--- src/hdl/tmr_pkg.sv ---
// constants, field layout and carrier types for the 16-bit timer/counter
// assumes a 32-bit classic wishbone slave, byte-wide registers in bits 7:0
package tmr_pkg;
  // ==========================================================
  // register byte addresses
  localparam logic [7:0] ADR_CTL  = 8'h00;
  localparam logic [7:0] ADR_LOW  = 8'h04;
  localparam logic [7:0] ADR_HIGH = 8'h08;
  localparam logic [7:0] ADR_FLG  = 8'h0c;
  localparam logic [7:0] ADR_ENA  = 8'h10;
  localparam logic [7:0] ADR_PRI  = 8'h14;
  localparam logic [7:0] ADR_GIC  = 8'h18;
  // ==========================================================
  // counter_control field positions, and the flag/enable interrupt bit
  localparam int CTL_RUN  = 0;
  localparam int CTL_CS   = 1;
  localparam int CTL_SDIS = 2;
  localparam int CTL_OSC  = 3;
  localparam int CTL_PS   = 4;
  localparam int CTL_LPR  = 6;
  localparam int CTL_SIXTEEN_BIT_ACCESS_MODE = 7;
  localparam int IRQ_BIT  = 0;
  // ==========================================================
  // reset values and constants
  localparam logic [7:0]  CTL_RST = 8'h00;
  localparam logic [15:0] CNT_RST = 16'h0000;
  localparam logic [15:0] CNT_MAX = 16'hffff;
  localparam logic [2:0]  PSC_RST = 3'h0;
  localparam logic [3:0]  SEV_MODE = 4'hb;
  // ==========================================================
  // compare unit trigger carrier
  typedef struct packed {
    logic [3:0] mode;
    logic       sev;
    logic       unit2;
  } cmp_trig_t;
  // whole state of the block
  typedef struct packed {
    logic [15:0] cnt;
    logic [7:0]  hbuf;
    logic [7:0]  ctl;
    logic        flag;
    logic        ena;
    logic        pri;
    logic [7:0]  gic;
    logic [2:0]  psc;
    logic        sync1;
    logic        sync2;
    logic        prev;
    logic        armed;
    logic        ack;
    logic [31:0] dat;
    logic        adc;
  } tmr_state_t;
endpackage

--- src/hdl/tmr_counter.sv ---
// 16-bit timer/counter with prescaler, overflow flag and trigger reset
// assumes pins are synchronous to sys_clk_i and a classic wishbone master
//
// The register addresses and the Wishbone slave port are this design's own decisions.
`timescale 1ns/1ps
// What this block does
// RULE1 - count up, wrap ffff to 0000
// RULE2 - overflow latches the overflow flag bit 0
// RULE3 - interrupt only when enable bit 0 set
// RULE4 - mode 1011 trigger resets the counter
// RULE5 - second unit trigger starts conversion if enabled
// RULE6 - trigger reset only in synchronous modes
// RULE7 - compare pair acts as period
// RULE8 - counter write beats simultaneous trigger reset
// RULE9 - trigger reset never sets overflow flag
// RULE10 - async: wait falling edge after write
// RULE11 - late update skips next rising edge
// RULE12 - software preloads for one-second overflows
// RULE13 - software sets only high msb
// RULE14 - rtc needs async, irq enabled, oscillator on
// RULE15 - late software polls low byte first
// RULE16 - source select: cycle clock or edges
// RULE17 - prescale 1,2,4,8 from two bits
// RULE18 - 16-bit mode buffers high byte
// RULE19 - only low byte write clears prescaler
// RULE20 - flag sticks until software clears it
// RULE21 - optional synchroniser on external input
module tmr_counter (
  input  wire logic              sys_clk_i,
  input  wire logic              arst_n_i,
  input  wire logic              cyc_i,
  input  wire logic              stb_i,
  input  wire logic              we_i,
  input  wire logic [7:0]        adr_i,
  input  wire logic [3:0]        sel_i,
  input  wire logic [31:0]       dat_i,
  output logic      [31:0]       dat_o,
  output logic                   ack_o,
  input  wire logic              ext_clk_i,
  input  wire logic              lp_osc_i,
  input  wire logic              lp_sys_clk_i,
  input  wire tmr_pkg::cmp_trig_t trig_i,
  input  wire logic              adc_enable_i,
  output logic                   adc_start_o,
  output logic                   irq_o
);
  tmr_pkg::tmr_state_t s_r;
  tmr_pkg::tmr_state_t s_nxt;
  logic       take;
  logic       wr;
  logic       rd;
  logic       wr_lo;
  logic       wr_hi;
  logic       wr_flg;
  logic       sixteen_bit_access_mode;
  logic       async_m;
  logic       src;
  logic       lvl;
  logic       rise;
  logic       fall;
  logic       inc_evt;
  logic [2:0] lim;
  logic       tick;
  logic       ovf;
  logic       sev_ok;
  logic       sev_rst;
  logic       cnt_wr;
  logic [7:0] rdv;

  // ==========================================================
  // bus decode; side effects happen on the cycle the request is taken
  // ack is registered and masks take, so a master that holds stb through
  // the ack cycle is never served twice
  assign take   = cyc_i & stb_i & ~s_r.ack;
  assign wr     = take & we_i & sel_i[0];
  assign rd     = take & ~we_i;
  assign wr_lo  = wr & (adr_i == tmr_pkg::ADR_LOW);
  assign wr_hi  = wr & (adr_i == tmr_pkg::ADR_HIGH);
  assign wr_flg = wr & (adr_i == tmr_pkg::ADR_FLG);
  assign sixteen_bit_access_mode   = s_r.ctl[tmr_pkg::CTL_SIXTEEN_BIT_ACCESS_MODE];
  assign cnt_wr = wr_lo | (wr_hi & ~sixteen_bit_access_mode);

  // ==========================================================
  // count source: oscillator or pin, optional two-flop synchroniser
  // only sync2 reads sync1; all other users of the pin go through lvl
  // prev follows lvl every cycle, so a source switch can fake one edge
  assign src     = s_r.ctl[tmr_pkg::CTL_OSC] ? lp_osc_i : ext_clk_i;
  assign lvl     = s_r.ctl[tmr_pkg::CTL_SDIS] ? src : s_r.sync2; // RULE21
  assign rise    = lvl & ~s_r.prev;
  assign fall    = ~lvl & s_r.prev;
  assign async_m = s_r.ctl[tmr_pkg::CTL_CS] & s_r.ctl[tmr_pkg::CTL_SDIS];
  // internal source counts every cycle; external counts rising edges
  // in async mode a counter update disarms until the input falls again
  assign inc_evt = s_r.ctl[tmr_pkg::CTL_RUN] &
                   (s_r.ctl[tmr_pkg::CTL_CS] ? (rise & (~async_m | s_r.armed)) // RULE10 RULE11
                                             : 1'b1); // RULE16
  // prescale limit 0,1,3,7 for divide by 1,2,4,8
  assign lim  = 3'((4'h1 << s_r.ctl[tmr_pkg::CTL_PS +: 2]) - 4'h1); // RULE17
  assign tick = inc_evt & (s_r.psc == lim);
  assign ovf  = tick & (s_r.cnt == tmr_pkg::CNT_MAX) & ~cnt_wr & ~sev_rst;
  // trigger is unreliable with an unsynchronised clock, so its counter reset is ignored there
  assign sev_ok  = trig_i.sev & (trig_i.mode == tmr_pkg::SEV_MODE); // RULE4
  assign sev_rst = sev_ok & ~async_m; // RULE6 RULE7

  // ==========================================================
  // read mux; the status bit is live, not stored
  // unmapped addresses answer with zero, so probing software sees no fault
  always_comb begin
    unique case (adr_i)
      tmr_pkg::ADR_CTL:  rdv = {s_r.ctl[7], lp_sys_clk_i, s_r.ctl[5:0]};
      tmr_pkg::ADR_LOW:  rdv = s_r.cnt[7:0];
      tmr_pkg::ADR_HIGH: rdv = sixteen_bit_access_mode ? s_r.hbuf : s_r.cnt[15:8]; // RULE18
      tmr_pkg::ADR_FLG:  rdv = {7'h00, s_r.flag};
      tmr_pkg::ADR_ENA:  rdv = {7'h00, s_r.ena};
      tmr_pkg::ADR_PRI:  rdv = {7'h00, s_r.pri};
      tmr_pkg::ADR_GIC:  rdv = s_r.gic;
      default:           rdv = 8'h00;
    endcase
  end

  // ==========================================================
  // next state
  // counter priority: software write, then trigger reset, then increment;
  // the prescaler is reset only by a low byte write
  always_comb begin
    s_nxt       = s_r;
    s_nxt.ack   = take;
    s_nxt.dat   = rd ? {24'h000000, rdv} : 32'h00000000;
    s_nxt.sync1 = src;
    s_nxt.sync2 = s_r.sync1;
    s_nxt.prev  = lvl;
    s_nxt.adc   = sev_ok & trig_i.unit2 & adc_enable_i; // RULE5
    if (fall) begin
      s_nxt.armed = 1'b1; // RULE10
    end
    if (inc_evt) begin
      s_nxt.psc = tick ? tmr_pkg::PSC_RST : s_r.psc + 3'h1;
    end
    // plain registers
    if (wr & (adr_i == tmr_pkg::ADR_CTL)) begin
      s_nxt.ctl = dat_i[7:0] & 8'hbf;
    end
    if (wr & (adr_i == tmr_pkg::ADR_ENA)) begin
      s_nxt.ena = dat_i[tmr_pkg::IRQ_BIT];
    end
    if (wr & (adr_i == tmr_pkg::ADR_PRI)) begin
      s_nxt.pri = dat_i[tmr_pkg::IRQ_BIT];
    end
    if (wr & (adr_i == tmr_pkg::ADR_GIC)) begin
      s_nxt.gic = dat_i[7:0];
    end
    // in 16-bit mode a low byte read snapshots the high byte
    if (rd & (adr_i == tmr_pkg::ADR_LOW) & sixteen_bit_access_mode) begin
      s_nxt.hbuf = s_r.cnt[15:8]; // RULE18
    end
    if (wr_hi & sixteen_bit_access_mode) begin
      s_nxt.hbuf = dat_i[7:0]; // RULE18
    end
    // counter: write first, then trigger reset, then increment
    if (wr_lo) begin
      s_nxt.cnt   = {sixteen_bit_access_mode ? s_r.hbuf : s_r.cnt[15:8], dat_i[7:0]}; // RULE8 RULE18
      s_nxt.psc   = tmr_pkg::PSC_RST; // RULE19
      s_nxt.armed = 1'b0; // RULE10
    end else if (wr_hi & ~sixteen_bit_access_mode) begin
      s_nxt.cnt[15:8] = dat_i[7:0]; // RULE8
      s_nxt.armed     = 1'b0; // RULE11
    end else if (sev_rst) begin
      s_nxt.cnt = tmr_pkg::CNT_RST; // RULE4 RULE9
    end else if (tick) begin
      s_nxt.cnt = s_r.cnt + 16'h0001; // RULE1
    end
    // flag: a software clear loses to an overflow in the same cycle
    if (wr_flg) begin
      s_nxt.flag = dat_i[tmr_pkg::IRQ_BIT];
    end
    if (ovf) begin
      s_nxt.flag = 1'b1; // RULE2 RULE20
    end
  end

  // ==========================================================
  // state register
  // reset clears the whole struct; named fields restate their reset values
  always_ff @(posedge sys_clk_i or negedge arst_n_i) begin
    if (!arst_n_i) begin
      s_r       <= '0;
      s_r.cnt   <= tmr_pkg::CNT_RST;
      s_r.ctl   <= tmr_pkg::CTL_RST;
      s_r.psc   <= tmr_pkg::PSC_RST;
    end else begin
      s_r <= s_nxt;
    end
  end

  assign dat_o       = s_r.dat;
  assign ack_o       = s_r.ack;
  assign adc_start_o = s_r.adc;
  assign irq_o       = s_r.flag & s_r.ena; // RULE3
endmodule

--- config.mk ---
export PLATFORM = sky130hd
export DESIGN_NAME = tmr_counter
export DESIGN_NICKNAME = d
export VERILOG_FILES = /design/src/hdl/tmr_pkg.sv /design/src/hdl/tmr_counter.sv
export SDC_FILE = /design/constraint.sdc
export NUM_CORES = 1
export LEC_CHECK = 0
export ABC_CLOCK_PERIOD_IN_PS = 2700
export BUFFER_PORTS_ARGS = -buffer_cell sky130_fd_sc_hd__buf_2
export CAP_MARGIN = 10
export CELL_PAD_IN_SITES_DETAIL_PLACEMENT = 1
export CELL_PAD_IN_SITES_GLOBAL_PLACEMENT = 1
export CORE_MARGIN = 3
export CORE_UTILIZATION = 40
export DETAILED_ROUTE_END_ITERATION = 12
export PLACE_DENSITY = 0.78
export REMOVE_ABC_BUFFERS = 1
export SETUP_SLACK_MARGIN = 0.2
export SYNTH_ARGS = -nofsm -noshare
export SYNTH_HDL_FRONTEND = slang
export SYNTH_SLANG_ARGS = --single-unit
--- constraint.sdc ---
create_clock -name sys_clk_i -period 2.7 [get_ports sys_clk_i]
set_input_delay 0.27 -clock sys_clk_i [delete_from_list [all_inputs] [get_ports sys_clk_i]]
set_output_delay 0.27 -clock sys_clk_i [all_outputs]
set_load 0.02 [all_outputs]
==> run summary <==
CP max FO = 16
GR Util All Layers = 22.87%
CP max stage cell = nor2_1
Hold Slack = 0.1535 ns
CP cell instances = nand3b_1 > nor2_1 > a21oi_2 > a21oi_2 > buf_4 > o21ai_0 > a22o_1
DP Area = 3787 µm²
Clk pin slew, worst setup/hold paths = 0.08 ns
Hpwl dp = 8134 µm
PortBufs = 42
Post-synth EDFFs = 0
Clock latency on the worst-skew pair = 0.36 ns
Synth area leader = dfrtp_1
Share of cells above drive strength 1 = 25.12%
Post-Place Cells = 522
Largest family of logic cells by synthesized area = simple AND/OR/NAND/NOR gates
Antenna Nets Post-Route = 0
Fillers = 990
Fin area = 4023 µm²
Worst Path Required = 2.93 ns
Post-synthesis compound-gate area fraction = 17.84%
Vias/cell = 5.816
Most frequent cells after synthesis = dfrtp_1 (59), nand2_1 (44), nor2_1 (34), buf_4 (32), a21oi_1 (26)
CTS tree = yes
Area contributors post-synth = dfrtp_1 (42%), mux2_2 (7.0%), buf_4 (6.8%)
Area Growth Syn to Fin = 13.81%
Cell with the most instances after synthesis = dfrtp_1
Remaining DRCs = 0
Worst Skew = 0.007668 ns
Fin cells = 539
Postcts setup bufs = 0
Initial Util = 42.17%
Startpoint types = register
Lkg Pwr = 1.908 nW
Gate power share = 11.9%
CTS root buf = clkbuf_8
Type of the most critical hold path = in -> reg
Critical path endpoint category = register
Post-synthesis adder-cell area fraction = 0.7080%
Synth cell types = 54
Slew Limit Headroom = 59.92%
Post-Synth XOR/XNOR Area = 0.9912%
Met2 Use GR = 39.20%
Die X = 100.0 µm
Antenna cell count = 0
Max incr delay on CP = 0.47 ns
Clock sink total = 59
Maximum VDD drop = 0.0002781 V
Syn Area/Cell = 9.277 µm²
# Max-Cap Violations = 0
Mux cell area share after synthesis = 8.991%
Io pins = 94
Flops & latches, synth = 59
DIE AREA = 10000 µm²
GRT met1 Usage = 29.54%
Routed wire per std cell = 20.34 µm
Seq/Total Area, Yosys = 41.77%
Grt ovf = 0
Number of global-route vias before repair = 3313
Met3 Resource Use GR = 4.031%
YS warnings = 0
FMAX = 432.9 MHz
Total routed wirelength = 10960 µm
Status = complete, no violations
Worst-case clock buffer depth = 2
Worst-margin pin slew = 0.6013 ns
Worst Path Arrival = 2.54 ns
Clock Power Share = 42.6%
Final setup fails = 0
Die height = 100.0 µm
First-pass GRT wire length = 17620 µm
Largest net degree at the start of global routing = 23
Core ar. = 8382 µm²
RSZ-0062 raised after global routing = no
P_sw = 0.0006433 W
Via count = 3135
Post-synth top area share = 41.77%
RD Place Congestion = 0.8746
Mapped Cells = 381
DRT Pass-1 Iters = 6
Ys async rst share = 100.0%
Nets = 490
Fin crit share = 85.56%
Commonest register cell after synthesis = dfrtp_1
Internal Pwr Total = 0.001551 W
Initial antenna violation count = 0
H-Tree Depth = 3
Gr busiest metal = met2
DR iter-0 viols = 275
Synthesized area = 3535 µm²
CTS buffer count = 9
Simple-gate share of the synthesized area = 19.86%
Net Sw Frac = 29.32%
Crit Path Category = reg -> reg
Fin. Hold Viols = 0
CP dominant cell by count = a21oi_2
Minimum clock period = 2.310 ns
Seq pwr share = 45.5%
Power per cell area = 545.5 nW/µm²
Setup TNS = 0 ns
Floorplan row count = 33
Pins Over Slew Limit = 0
[sequential cells by signal, summed over array words and instances (netlist names)]
register / cells
s_nxt: 1
s_r: 48
adc_start_o: 1
ack_o: 1
dat_o: 8
[power groups by stage]
stage,Sequential [W],Clock [W],Combinational [W]
global route,0.00101,0.000995,0.000296
CTS,0.000996,0.000949,0.000260
global placement,0.00101,0,0.000247
detailed placement,0.00101,0,0.000258
finish,0.000999,0.000935,0.000261
floorplan,0.000987,0,0.000162
[logic make-up after synthesis]
| group | Yosys count |
|---|---|
| other | 1 |
| muxes | 29 |
| xor gates and xnor gates | 4 |
| buffers and inverters | 57 |
| adders and majority gates | 2 |
| AOI/OAI and AO/OA | 91 |
| DFF | 59 |
| and+or+nand+nor | 138 |
[critical path: cells and delay by family, from the launching register on]
kind	cells	cell delay (ns)
AO/OA/AOI/OAI	4	0.82
flip-flops	1	0.38
buffers and inverters	1	0.22
AND/OR/NAND/NOR	2	0.78
[through the flow]
step                      util (%)  setup slack [ns]  total power, W
after floorplan                  -            0.2253        0.001149
after global placement       45.19            0.3053        0.001257
after detailed placement     45.19            0.2198        0.001270
after CTS                    47.99            0.2792        0.002206
after global routing         47.99            0.2243        0.002297
final                        47.99            0.3899        0.002194
[layout make-up]
class,count,area (µm²),share of cell area (%)
clock buffer,9,123.9,3.079
clock inverter,7,101.3,2.519
inverter,11,41.29,1.026
multi-input combinational,288,1800,44.76
sequential,59,1476,36.70
tap,105,131.4,3.266
timing repair buffer,60,347.8,8.647
[routing by layer]
| layer | part of all wire (%) | up-vias |
|---|---|---|
| met4 | 1.7 | 0 |
| met3 | 5.8 | 14 |
| met2 | 50 | 123 |
| met1 | 43 | 1568 |
| li1 | - | 1430 |
| met5 | 0 | - |
[final timing paths]
check / start / to / slack (ns) / cells past startpoint
worst max-delay path: ack_o / s_r[70] / 0.39 / 7
worst min-delay path: lp_sys_clk_i / dat_o[6] / 0.15 / 3
worst max register to register: ack_o / s_r[70] / 0.39 / 7
worst min register to register: s_nxt[36] / s_r[36] / 0.36 / 0
max in group asynchronous: arst_n_i / s_r[54] / 1.64 / 3
min in group asynchronous: arst_n_i / ack_o / 0.39 / 2
[timing repair]
item | CTS | global route
hold buffers | 1 | 0
resized for setup | 0 | 1
setup endpoints to repair | 0 | 10
endpoints found under the hold margin | 17 | 0
[cell usage in the layout, fill, tap and decap left out, drive strengths merged, types with 3 or more instances in the layout]
cell	count
a21o	3
a21oi	28
a222oi	7
a22o	7
a22oi	7
a2bb2oi	3
and2	3
and3	3
buf	59
clkbuf	9
conb	24
dfrtp	59
inv	12
mux2	22
mux2i	7
nand2	44
nand3	15
nand3b	5
nand4	9
nor2	36
nor3	9
o21ai	15
o2bb2ai	3
o31ai	5
or4	3
xnor2	3
Note: power is estimated with default switching activity, not from simulation.
